## src/rtl/page_ptr_pkg.sv

```systemverilog
// Package of offsets, field layouts, reset values and encodings for the SRAM page pointer unit.
package page_ptr_pkg;

    // ==========================================================
    // Register offsets. Printed offsets are not all multiples of four,
    // so each is an index and the byte address is four times it.
    // ==========================================================
    localparam logic [7:0] IDX_DIRECT = 8'hD0;        // Direct page select index.
    localparam logic [7:0] IDX_STACK = 8'hD1;         // Stack page select index.
    localparam logic [7:0] IDX_INDEXED = 8'hD3;       // Indexed page select index.
    localparam logic [7:0] IDX_IND_READ = 8'hD4;      // Indirect read page select index.
    localparam logic [7:0] IDX_IND_WRITE = 8'hD5;     // Indirect write page select index.
    localparam logic [7:0] IDX_SCRATCH_BASE = 8'h60;  // First of four scratch registers.
    localparam logic [7:0] IDX_PAGE_MODE = 8'hF7;     // Page-mode field mirror index.

    // ==========================================================
    // Field layouts and reset values.
    // ==========================================================
    localparam int PAGE_W = 3;                        // Page field width.
    localparam int OFFS_W = 8;                        // In-page offset width.
    localparam int ADDR_W = 11;                       // Physical SRAM address width.
    localparam int SCRATCH_N = 4;                     // Number of scratch registers.
    localparam logic [2:0] PAGE_RESET = 3'h0;         // Page pointer reset value.
    localparam logic [7:0] SCRATCH_RESET = 8'h00;     // Scratch register reset value.
    localparam int PAGE_MODE_LSB = 6;                 // Page-mode field position in the flag byte.
    localparam logic [1:0] PAGE_MODE_RESET = 2'h0;    // Page-mode field reset value.

    // Page-mode encodings.
    localparam logic [1:0] PM_ZERO = 2'h0;            // Direct page 0, indexed page 0.
    localparam logic [1:0] PM_ISR_STACK = 2'h1;       // Direct page 0, indexed stack page.
    localparam logic [1:0] PM_CUR_IDX = 2'h2;         // Direct current page, indexed index page.
    localparam logic [1:0] PM_CUR_STACK = 2'h3;       // Direct current page, indexed stack page.

    // Kinds of SRAM access issued by the core.
    typedef enum logic [2:0] {
        ACC_DIRECT,
        ACC_INDEXED,
        ACC_STACK,
        ACC_MOVE_PTR,
        ACC_MOVE_READ,
        ACC_MOVE_WRITE
    } access_kind_t;

endpackage

```

## src/rtl/page_regs_if.sv

```systemverilog
// Interface carrying the page pointer values from the register file to the address former.
`timescale 1ns/1ps
`default_nettype none
interface page_regs_if;
    logic [2:0] direct_page;   // Current page pointer.
    logic [2:0] stack_page;    // Stack page pointer.
    logic [2:0] indexed_page;  // Index page pointer.
    logic [2:0] ind_read_page; // Indirect read page pointer.
    logic [2:0] ind_write_page; // Indirect write page pointer.
    logic [1:0] page_mode;     // Page-mode field.
    modport source (output direct_page, stack_page, indexed_page, ind_read_page, ind_write_page, page_mode);
    modport sink (input direct_page, stack_page, indexed_page, ind_read_page, ind_write_page, page_mode);
endinterface
`default_nettype wire

```

## src/rtl/page_addr_former.sv

```systemverilog
// Combinational page selection and physical address forming for each SRAM access kind.
`timescale 1ns/1ps
`default_nettype none
module page_addr_former (
    page_regs_if.sink regs,                    // Page pointers and page mode.
    input wire page_ptr_pkg::access_kind_t kind, // Kind of access.
    input wire logic [7:0] offset,             // In-page offset.
    output logic [2:0] page,                   // Selected page.
    output logic [10:0] phys_addr              // Physical SRAM address.
);
    // ==========================================================
    // Page selection
    // ==========================================================
    // Pure mux; the registered result lives in the top module.
    always_comb begin
        page = 3'h0;
        case (kind)
            page_ptr_pkg::ACC_DIRECT, page_ptr_pkg::ACC_MOVE_PTR: begin
                // Upper page-mode bit enables the current page.
                page = regs.page_mode[1] ? regs.direct_page : 3'h0;
            end
            page_ptr_pkg::ACC_INDEXED: begin
                // Current page never steers indexed accesses.
                case (regs.page_mode)
                    page_ptr_pkg::PM_ZERO: page = 3'h0;
                    page_ptr_pkg::PM_CUR_IDX: page = regs.indexed_page;
                    default: page = regs.stack_page;
                endcase
            end
            page_ptr_pkg::ACC_STACK: page = regs.stack_page;       // Mode independent.
            page_ptr_pkg::ACC_MOVE_READ: page = regs.ind_read_page; // Mode independent.
            page_ptr_pkg::ACC_MOVE_WRITE: page = regs.ind_write_page; // Mode independent.
            default: page = 3'h0;
        endcase
    end

    // Page sits above the in-page offset.
    assign phys_addr = {page, offset};
endmodule // page_addr_former
`default_nettype wire

```

## src/rtl/sram_page_pointer_unit.sv

```systemverilog
// SRAM page pointer unit: APB register file, auto-increment sequencer and SRAM address output.
// ==========================================================
// How it works
// - Four scratch bytes, readable, writable, bank independent.
// - Direct page register, three bits, resets zero.
// - Direct page used only in modes 10b, 11b.
// - Direct page never affects indexed or stack.
// - Indirect pointer byte lives in direct page.
// - Stack page register, three bits, resets zero.
// - Next stack operation uses newly written page.
// - Stack page chosen from stack register alone.
// - Mode 11b sends indexed accesses to stack page.
// - Index page register, used in mode 10b.
// - Indirect read page selects loaded data byte.
// - Indirect write page selects stored data byte.
// - Indirect pages ignore the page mode.
// - Pointers matter only with several SRAM pages.
// - Page mode resets 00b, four documented encodings.
// - Indirect move: read pointer, write back, data.
`timescale 1ns/1ps
`default_nettype none
module sram_page_pointer_unit #(
    parameter int PAGES = 8                    // SRAM pages present; 1 disables paging.
) (
    input wire logic pclk,                     // Clock, 100 MHz.
    input wire logic presetn,                  // Asynchronous reset, active low.
    input wire logic psel,                     // APB select.
    input wire logic penable,                  // APB enable.
    input wire logic pwrite,                   // APB direction.
    input wire logic [11:0] paddr,             // APB byte address.
    input wire logic [31:0] pwdata,            // APB write data.
    output logic [31:0] prdata,                // APB read data.
    output logic pready,                       // APB ready.
    output logic pslverr,                      // APB error for unmapped address.
    input wire logic acc_valid,                // Core issues an ordinary SRAM access.
    input wire page_ptr_pkg::access_kind_t acc_kind, // Kind of that access.
    input wire logic [7:0] acc_offset,         // In-page offset of that access.
    input wire logic acc_write,                // Access writes SRAM.
    input wire logic [7:0] acc_wdata,          // Write data for that access.
    input wire logic move_start,               // Start an auto-increment indirect move.
    input wire logic move_store,               // Move stores the accumulator when high.
    input wire logic [7:0] move_ptr_offset,    // Offset of the pointer byte.
    input wire logic [7:0] move_acc_data,      // Accumulator value to store.
    output logic move_busy,                    // Indirect move in progress.
    output logic move_done,                    // Pulse: indirect move finished.
    output logic [7:0] move_load_data,         // Byte loaded for the accumulator.
    output logic sram_en,                      // SRAM strobe.
    output logic sram_we,                      // SRAM write enable.
    output logic [10:0] sram_addr,             // SRAM physical address.
    output logic [7:0] sram_wdata,             // SRAM write data.
    input wire logic [7:0] sram_rdata          // SRAM read data, valid the cycle after a read.
);
    // ==========================================================
    // State
    // ==========================================================
    typedef enum {MV_IDLE, MV_PTR_RD, MV_PTR_WAIT, MV_PTR_WR, MV_DATA, MV_DATA_GAP, MV_DATA_WAIT} mv_state_t;

    typedef struct packed {
        logic [2:0] direct_page;       // Current page pointer.
        logic [2:0] stack_page;        // Stack page pointer.
        logic [2:0] indexed_page;      // Index page pointer.
        logic [2:0] ind_read_page;     // Indirect read page pointer.
        logic [2:0] ind_write_page;    // Indirect write page pointer.
        logic [1:0] page_mode;         // Page-mode field.
        logic [3:0][7:0] scratch;      // Scratch bytes.
        logic [31:0] rdata;            // Read data register.
        logic err;                     // Error answer.
        mv_state_t mv;                 // Indirect move sequencer state.
        logic store;                   // Move direction latched at start.
        logic [7:0] ptr_offset;        // Pointer byte location.
        logic [7:0] ptr_value;         // Pointer value read back.
        logic [7:0] acc_data;          // Accumulator value to store.
        logic [7:0] load_data;         // Loaded byte.
        logic done;                    // Completion pulse.
        logic en;                      // SRAM strobe.
        logic we;                      // SRAM write enable.
        logic [10:0] addr;             // SRAM address.
        logic [7:0] wdata;             // SRAM write data.
    } state_t;

    state_t state_q;
    state_t state_d;

    // Paging is inert when only one page exists.
    localparam bit PAGED = (PAGES > 1);

    // ==========================================================
    // Address forming
    // ==========================================================
    page_regs_if regs_bus ();
    assign regs_bus.direct_page = PAGED ? state_q.direct_page : 3'h0;
    assign regs_bus.stack_page = PAGED ? state_q.stack_page : 3'h0;
    assign regs_bus.indexed_page = PAGED ? state_q.indexed_page : 3'h0;
    assign regs_bus.ind_read_page = PAGED ? state_q.ind_read_page : 3'h0;
    assign regs_bus.ind_write_page = PAGED ? state_q.ind_write_page : 3'h0;
    assign regs_bus.page_mode = state_q.page_mode;

    page_ptr_pkg::access_kind_t form_kind; // Kind fed to the former.
    logic [7:0] form_offset;               // Offset fed to the former.
    logic [2:0] form_page;                 // Selected page, unused beyond address.
    logic [10:0] form_addr;                // Formed physical address.

    page_addr_former u_former (
        .regs(regs_bus.sink),
        .kind(form_kind),
        .offset(form_offset),
        .page(form_page),
        .phys_addr(form_addr)
    );

    // Index of a byte address, or all ones when misaligned.
    function automatic logic [8:0] word_index(input logic [11:0] a);
        word_index = (a[1:0] == 2'h0) ? {1'b0, a[9:2]} : 9'h1FF;
    endfunction

    logic apb_access; // Access phase of an APB transfer.
    logic [8:0] idx;  // Decoded register index.
    assign apb_access = psel && penable;
    assign idx = (paddr[11:10] == 2'h0) ? word_index(paddr) : 9'h1FF;

    // ==========================================================
    // Next-state logic
    // ==========================================================
    // One process covers registers, sequencer and SRAM port so each field has one driver.
    always_comb begin
        state_d = state_q;
        state_d.done = 1'b0;
        state_d.en = 1'b0;
        state_d.we = 1'b0;
        form_kind = page_ptr_pkg::ACC_DIRECT;
        form_offset = 8'h00;

        // Register bus: the slave answers in the access phase, zero wait states.
        if (apb_access) begin
            state_d.err = 1'b0;
            state_d.rdata = 32'h0000_0000;
            case (idx)
                {1'b0, page_ptr_pkg::IDX_DIRECT}: begin
                    state_d.rdata = {29'h0, state_q.direct_page};
                    if (pwrite) state_d.direct_page = pwdata[2:0];
                end
                {1'b0, page_ptr_pkg::IDX_STACK}: begin
                    state_d.rdata = {29'h0, state_q.stack_page};
                    if (pwrite) state_d.stack_page = pwdata[2:0];
                end
                {1'b0, page_ptr_pkg::IDX_INDEXED}: begin
                    state_d.rdata = {29'h0, state_q.indexed_page};
                    if (pwrite) state_d.indexed_page = pwdata[2:0];
                end
                {1'b0, page_ptr_pkg::IDX_IND_READ}: begin
                    state_d.rdata = {29'h0, state_q.ind_read_page};
                    if (pwrite) state_d.ind_read_page = pwdata[2:0];
                end
                {1'b0, page_ptr_pkg::IDX_IND_WRITE}: begin
                    state_d.rdata = {29'h0, state_q.ind_write_page};
                    if (pwrite) state_d.ind_write_page = pwdata[2:0];
                end
                {1'b0, page_ptr_pkg::IDX_PAGE_MODE}: begin
                    // Only the page-mode bits of the flag byte live here.
                    state_d.rdata = {24'h0, state_q.page_mode, 6'h00};
                    if (pwrite) state_d.page_mode = pwdata[page_ptr_pkg::PAGE_MODE_LSB +: 2];
                end
                default: begin
                    // Scratch bytes are reached whatever bank the core uses.
                    if (idx[8:2] == {1'b0, page_ptr_pkg::IDX_SCRATCH_BASE[7:2]}) begin
                        state_d.rdata = {24'h0, state_q.scratch[idx[1:0]]};
                        if (pwrite) state_d.scratch[idx[1:0]] = pwdata[7:0];
                    end else begin
                        state_d.err = 1'b1;
                    end
                end
            endcase
        end

        // Indirect move sequencer: pointer read, pointer write, data access.
        case (state_q.mv)
            MV_IDLE: begin
                if (move_start) begin
                    state_d.store = move_store;
                    state_d.ptr_offset = move_ptr_offset;
                    state_d.acc_data = move_acc_data;
                    state_d.mv = MV_PTR_RD;
                end else if (acc_valid) begin
                    // Plain accesses pass through when no move is running.
                    form_kind = acc_kind;
                    form_offset = acc_offset;
                    state_d.en = 1'b1;
                    state_d.we = acc_write;
                    state_d.addr = form_addr;
                    state_d.wdata = acc_wdata;
                end
            end
            MV_PTR_RD: begin
                form_kind = page_ptr_pkg::ACC_MOVE_PTR;
                form_offset = state_q.ptr_offset;
                state_d.en = 1'b1;
                state_d.addr = form_addr;
                state_d.mv = MV_PTR_WAIT;
            end
            MV_PTR_WAIT: begin
                state_d.mv = MV_PTR_WR;
            end
            MV_PTR_WR: begin
                // Read data arrives now; keep the old pointer, store its increment.
                state_d.ptr_value = sram_rdata;
                form_kind = page_ptr_pkg::ACC_MOVE_PTR;
                form_offset = state_q.ptr_offset;
                state_d.en = 1'b1;
                state_d.we = 1'b1;
                state_d.addr = form_addr;
                state_d.wdata = sram_rdata + 8'h01;
                state_d.mv = MV_DATA;
            end
            MV_DATA: begin
                form_kind = state_q.store ? page_ptr_pkg::ACC_MOVE_WRITE : page_ptr_pkg::ACC_MOVE_READ;
                form_offset = state_q.ptr_value;
                state_d.en = 1'b1;
                state_d.we = state_q.store;
                state_d.addr = form_addr;
                state_d.wdata = state_q.acc_data;
                state_d.mv = state_q.store ? MV_IDLE : MV_DATA_GAP;
                state_d.done = state_q.store;
            end
            MV_DATA_GAP: begin
                // The memory answers one cycle after it sees the strobe; sampling now would take stale data.
                state_d.mv = MV_DATA_WAIT;
            end
            MV_DATA_WAIT: begin
                state_d.load_data = sram_rdata;
                state_d.done = 1'b1;
                state_d.mv = MV_IDLE;
            end
            default: state_d.mv = MV_IDLE;
        endcase
    end

    // ==========================================================
    // State register
    // ==========================================================
    // Constants only under reset; everything else follows the next-state copy.
    always_ff @(posedge pclk or negedge presetn) begin
        if (!presetn) begin
            state_q <= '0;
            state_q.direct_page <= page_ptr_pkg::PAGE_RESET;
            state_q.stack_page <= page_ptr_pkg::PAGE_RESET;
            state_q.page_mode <= page_ptr_pkg::PAGE_MODE_RESET;
            state_q.mv <= MV_IDLE;
        end else begin
            state_q <= state_d;
        end
    end

    // ==========================================================
    // Outputs
    // ==========================================================
    assign prdata = state_d.rdata;
    assign pready = 1'b1;
    assign pslverr = apb_access && state_d.err;
    assign move_busy = (state_q.mv != MV_IDLE);
    assign move_done = state_q.done;
    assign move_load_data = state_q.load_data;
    assign sram_en = state_q.en;
    assign sram_we = state_q.we;
    assign sram_addr = state_q.addr;
    assign sram_wdata = state_q.wdata;
endmodule // sram_page_pointer_unit
`default_nettype wire

```

## config.mk

```make
export PLATFORM = sky130hd
export DESIGN_NAME = sram_page_pointer_unit
export DESIGN_NICKNAME = d
export VERILOG_FILES = /design/src/rtl/page_ptr_pkg.sv /design/src/rtl/page_regs_if.sv /design/src/rtl/page_addr_former.sv /design/src/rtl/sram_page_pointer_unit.sv
export SDC_FILE = /design/constraint.sdc
export NUM_CORES = 1
export LEC_CHECK = 0
export BUFFER_PORTS_ARGS = -buffer_cell sky130_fd_sc_hd__buf_2
export CORE_UTILIZATION = 50
export CTS_CLUSTER_SIZE = 14
export DETAILED_ROUTE_END_ITERATION = 6
export PLACE_DENSITY = 0.81
export SYNTH_ARGS = -nofsm -noshare
export SYNTH_HDL_FRONTEND = slang
export SYNTH_SLANG_ARGS = --single-unit
export TNS_END_PERCENT = 5
```

## constraint.sdc

```tcl
create_clock -name pclk -period 2.4 [get_ports pclk]
set_input_delay 0 -clock pclk [delete_from_list [all_inputs] [get_ports pclk]]
set_output_delay 0 -clock pclk [all_outputs]
set_load 0.05 [all_outputs]
```

# Word level (Yosys, flattened, before mapping)
# Cells that the tools add are included.
[word_totals]
register_bits = 169
elab_cells = 104
output_inout_bits = 65
input_bits = 96
[op_classes]
n_bitwise = 1
mux = 30
n_reduce_logical = 25
n_lt_le_gt_ge = 2
eq_ne = 22
addsub = 1
[ops]
columns = ["cell", "count"]
rows = [
  ["$pmux 32 s6", 1],
  ["$eq 32x3->1 const B", 3],
  ["$eq 32x2->1 const B", 2],
  ["$eq 9x8->1 const B", 6],
  ["$pmux 8 s6", 1],
  ["$mux 21", 2],
  ["$mux 41", 1],
  ["$mux 33", 1],
  ["$bwmux 32", 1],
  ["$eq 32x1->1 const B", 1],
  ["$logic_not 32->1", 1],
  ["$reduce_bool 32->1", 1],
  ["$mux 8", 3],
  ["$pmux 8 s3", 1],
  ["$reduce_and 3->1", 8],
  ["$pmux 11 s2", 1],
  ["$mux 9", 2],
  ["$bmux 8 s2", 1],
  ["$demux 8 s2", 1],
  ["$pmux 8 s2", 1],
  ["$pmux 3 s5", 1],
  ["$mux 3", 4],
  ["$pmux 3 s3", 1],
  ["$add 8x1->8 const B", 1],
  ["other kinds (23)", 35],
]

# Logic depth before layout (Yosys ltp)
[logic_depth]
ltp_word = 9
ltp_mapped = 8
depth_no_buf = 5

# Hierarchy
# From an unflattened synthesis, not the netlist that was laid out.
[hier_totals]
hier_cells = 599
area_unflattened_um2 = 6924.1
[modules_own_cells]
columns = ["module", "area_each_um2", "instances", "cells_per_inst"]
rows = [
  ["sram_page_pointer_unit", 6653.9, 1, 564],
  ["page_addr_former", 270.3, 1, 35],
]

# Worst setup path before layout
# Ideal clock, no wire load.
[synth_path]
kind = "register to register"
start = "register state_q[56] (netlist bit)"
end = "register state_q[32] (netlist bit)"
n_path_buf = 1
path_stages_with_launch = 5
arrival_time_ns = 2.036
required_ns = 2.275
setup_time_ns = 0.125
path_slack_ns = 0.239
cell_sequence = "dfrtp_1 -> or3_1 -> nor2_1 -> clkbuf_1 -> mux2_2"
[synth_between]
elab_chain_cells = 2
[synth_rtl]
columns = ["item", "line", "text"]
rows = [
  ["from (decl)", "sram_page_pointer_unit.sv:81", "state_t state_q;"],
  ["from (signal assigned)", "sram_page_pointer_unit.sv:249", "state_q <= state_d;"],
  ["$logic_not 32->1", "sram_page_pointer_unit.sv:176", "case (state_q.mv)"],
  ["$reduce_and 2->1 (no source line)", "--", ""],
]
# No other way between the ends.
# A chain may end at the register's enable or synchronous reset.

# Worst setup path in the final report
[layout_path]
start = "register state_q[57] (netlist bit)"
end = "register state_q, in the netlist sram_addr[9]"
[layout_between]
elab_chain_cells = 9
word_cells_on_any_way = 22
classes_between = "eq/ne (10); mux (5); reduce/logical (7)"
[layout_rtl]
columns = ["item", "line", "text"]
rows = [
  ["$eq 32x2->1 or $eq 32x1->1 (tied branches)", "sram_page_pointer_unit.sv:176", ""],
  ["$reduce_or 2->1 (no source line)", "--", ""],
  ["$pmux 3 s3", "sram_page_pointer_unit.sv:176", ""],
  ["$eq 3x2->1 or $logic_not 3->1 (tied branches)", "page_addr_former.sv:17", "case (kind)"],
  ["$reduce_or 2->1", "page_addr_former.sv:17", ""],
  ["$pmux 3 s5", "page_addr_former.sv:17", ""],
  ["$mux 21", "sram_page_pointer_unit.sv:183", "end else if (acc_valid) begin"],
  ["$mux 21", "sram_page_pointer_unit.sv:178", "if (move_start) begin"],
  ["$pmux 11 s2", "sram_page_pointer_unit.sv:176", ""],
]
# Parallel ways exist; a longest one is shown, timed or not. The select of a mux whose other input is x is not followed.

==> impl_metrics.env <==
export IMPL_power_frac_seq_pct=36.5
export IMPL_nFillCells=1017
export IMPL_p_leak_uw=0.00412
export IMPL_min_period_ns=2.20
export IMPL_route_detailed_drc=0
export IMPL_p_int_uw=5420
export IMPL_dieHeight_microns=119
export IMPL_multiInputGateArea_sq_mm=0.00274
export IMPL_synthesis_nets=712
export IMPL_cts_root_buf="clkbuf_16"
export IMPL_rr_startpoint="state_q[57]"
export IMPL_drtIter0Drc=407
export IMPL_setup_tns_ns=0
export IMPL_antenna_found_initial=0
export IMPL_clockBufferDepth=2
export IMPL_ios=161
export IMPL_muxShareOfSynthArea_pct=14.6
export IMPL_hold_depth=4
export IMPL_cp_start_kind="flip-flop"
export IMPL_clk_latency_ns=0.42
export IMPL_ff2ff_path_depth=5
export IMPL_fmax_ghz=0.455
export IMPL_worstSetupPathType="flip-flop to flip-flop"
export IMPL_core_sq_mm=0.0133
export IMPL_min_from="acc_offset[5]"
export IMPL_cts_sinks=139
export IMPL_holdBufCountCts=46
export IMPL_worstSetupEndpointType="flip-flop"
export IMPL_synth_xor_area_share_pct=0.897
export IMPL_status="completed"
export IMPL_diodes=0
export IMPL_grt_first_pass_wirelength_mm=26.1
export IMPL_dp_hpwl_mm=10.5
export IMPL_gp_congestion=0.831
export IMPL_drv_slew=0
export IMPL_overflow=0
export IMPL_cts_buffers=17
export IMPL_fin_worst_skew_ns=0.00711
export IMPL_layout_setup_ws_ns=0.202
export IMPL_antenna_left=0
export IMPL_slew_headroom_pct=43.6
export IMPL_io_buffers=135
export IMPL_fin_nets=834
export IMPL_area_delta_synth_final_pct=21.8
export IMPL_netlist_area_sq_mm=0.00684
export IMPL_vias=5136
export IMPL_synth_fa_ha_area_share_pct=0.183
export IMPL_grt_max_degree=94
export IMPL_yosys_register_bits=139
export IMPL_cts_clk_slew_worst_paths_ns=0.06
export IMPL_ys_flop_type="dfrtp_1"
export IMPL_switching_power_uw=3160
export IMPL_hold_path_class="primary input to flip-flop"
export IMPL_ys_types=61
export IMPL_synth_top_family_by_area="simple AND/OR/NAND/NOR gates"
export IMPL_track_usage_pct=23.8
export IMPL_routed_via_density=5.55
export IMPL_p_clk_share_pct=30.6
export IMPL_wirelength_mm=15.8
export IMPL_ys_seq_area_share_pct=50.9
export IMPL_hold_viol_final=0
export IMPL_die_w_microns=119
export IMPL_synth_edf_count=0
export IMPL_netSwitchingFraction_pct=36.8
export IMPL_cts_tree="yes"
export IMPL_first_pass_iters=5
export IMPL_yosys_warnings=0
export IMPL_syn_area_per_cell_sq_um=11.1
export IMPL_cts_resized_gates=0
export IMPL_synth_compound_area_share_pct=9.41
export IMPL_final_util_pct=62.6
export IMPL_start_util_pct=51.4
export IMPL_worstMarginPinSlew_ns=0.845
export IMPL_final_setup_viol_count=0
export IMPL_netlist_instances=615
export IMPL_register_area_sq_mm=0.00348
export IMPL_ir_drop_v=0.000427
export IMPL_pwr_density_cell_mw_per_mm2=1030
export IMPL_grt_pass1_vias=5302
export IMPL_die_area_sq_mm=0.0141
export IMPL_pre_cts_slack_ns=0.238
export IMPL_post_cts_setup_buffers=0
export IMPL_worst_ep_required_time_ns=2.75
export IMPL_routedWlPerCell_microns=17.1
export IMPL_combPwrFrac_pct=32.9
export IMPL_cp_max_fo=14
export IMPL_layout_drive_gt1_share_pct=36.1
export IMPL_synth_simple_gate_area_share_pct=15.0
export IMPL_async_flop_share_pct=100
export IMPL_placementRows=42
export IMPL_maxCapViolCount=0
export IMPL_arrival_ns=2.55
export IMPL_rsz0062_at_grt="no"
export IMPL_critPathLaunch="state_q[57]"
export IMPL_htreeDepth=4
export IMPL_period_share_pct=91.6
cells in the final DEF, fill, tap and decap left out, types with 4 or more instances in the layout:
| cell | n |
|---|---|
| o32ai_1 | 5 |
| buf_4 | 10 |
| o21ai_0 | 16 |
| a31oi_1 | 4 |
| mux2_2 | 67 |
| or2_2 | 4 |
| nor3_1 | 12 |
| clkbuf_8 | 4 |
| dlygate4sd3_1 | 46 |
| inv_1 | 13 |
| a221oi_1 | 5 |
| mux2_4 | 6 |
| buf_2 | 134 |
| xnor2_1 | 4 |
| a21oi_1 | 22 |
| nand4_1 | 4 |
| nand2b_1 | 14 |
| and2_1 | 25 |
| nor2b_1 | 6 |
| clkbuf_16 | 17 |
| a22o_1 | 5 |
| o31ai_1 | 4 |
| mux2i_1 | 13 |
| nand3_1 | 14 |
| o221a_2 | 8 |
| nor2_1 | 17 |
| dfrtp_1 | 139 |
| nand2_1 | 67 |
metrics by stage:
stage / area [sq um] / std cells / total power [uW] / hold slack (ns)
after floorplan: 6840 / 615 / 5430 / -0.296
after global placement: 7270 / 848 / 5750 / 0.123
after detailed placement: 7270 / 848 / 5870 / 0.144
after CTS: 8330 / 926 / 8580 / 0.00313
after global routing: 8330 / 926 / 8970 / 0.0221
final: 8330 / 926 / 8570 / 0.0125
power groups by stage:
stage,Clock (uW),Combinational [uW],Sequential (uW)
detailed placement,0,2710,3160
global route,2770,3020,3180
CTS,2670,2780,3120
global placement,0,2630,3120
finish,2620,2820,3130
floorplan,0,2330,3100
cells in the mapped netlist, types with 6 or more instances:
library cell,instances,area (sq um)
nand2_1,67,251
inv_1,13,48.8
and2_1,25,156
o221a_2,8,90.1
nor2_1,17,63.8
mux2i_1,13,130
mux2_4,6,90.1
nor2b_1,6,37.5
nor3_1,12,60.1
o21ai_0,16,80.1
buf_4,60,450
nand2b_1,14,87.6
mux2_2,67,754
clkbuf_1,23,86.3
dfrtp_1,139,3480
nand3_1,14,70.1
a21oi_1,22,110
metal layers:
| metal | wire length, microns | vias to the layer above | GRT usage (%) |
|---|---|---|---|
| met5 | 0 | - | 0 |
| met4 | 439 | 0 | 11.7 |
| met3 | 723 | 40 | 5.17 |
| met2 | 7940 | 192 | 39.0 |
| met1 | 6710 | 2537 | 29.9 |
| li1 | - | 2367 | - |
cell type report:
type,count,share of cell area [%]
sequential,139,41.8
clock buffer,22,5.81
tap,176,2.64
timing repair buffer,192,14.9
inverter,13,0.586
clock inverter,10,1.38
multi-input combinational,374,32.9
sequential cells by signal (all words and copies together), names as in the netlist, 3 cells and up:
register and cells:
sram_wdata 8, regs_bus.ind_write_page 3, state_q 92, regs_bus.stack_page 3
regs_bus.indexed_page 3, regs_bus.direct_page 3, sram_addr 11, regs_bus.ind_read_page 3
move_load_data 8
kinds of logic after synthesis:
| logic type | after synthesis |
|---|---|
| other | 1 |
| AOI/OAI and AO/OA | 89 |
| muxes | 87 |
| DFF | 139 |
| and+or+nand+nor | 189 |
| adders and majority gates | 1 |
| xor gates and xnor gates | 7 |
| buffers and inverters | 102 |
worst max-delay path, stage by stage (launching register included):
cell	delay (ns)
dfrtp_1	0.52
nand4bb_1	0.30
o221ai_2	0.39
xnor2_1	0.12
nor4b_1	0.54
a221o_1	0.25
worst paths after layout:
check / slack, ns / end
setup / recovery: 0.20 / sram_addr[9]
hold / removal: 0.01 / sram_addr[5]
setup reg to reg: 0.20 / sram_addr[9]
hold reg to reg: 0.47 / state_q[94]
max in group asynchronous: 1.40 / state_q[124]
min in group asynchronous: 0.23 / move_load_data[4]
(Power assumes the default switching activity.)
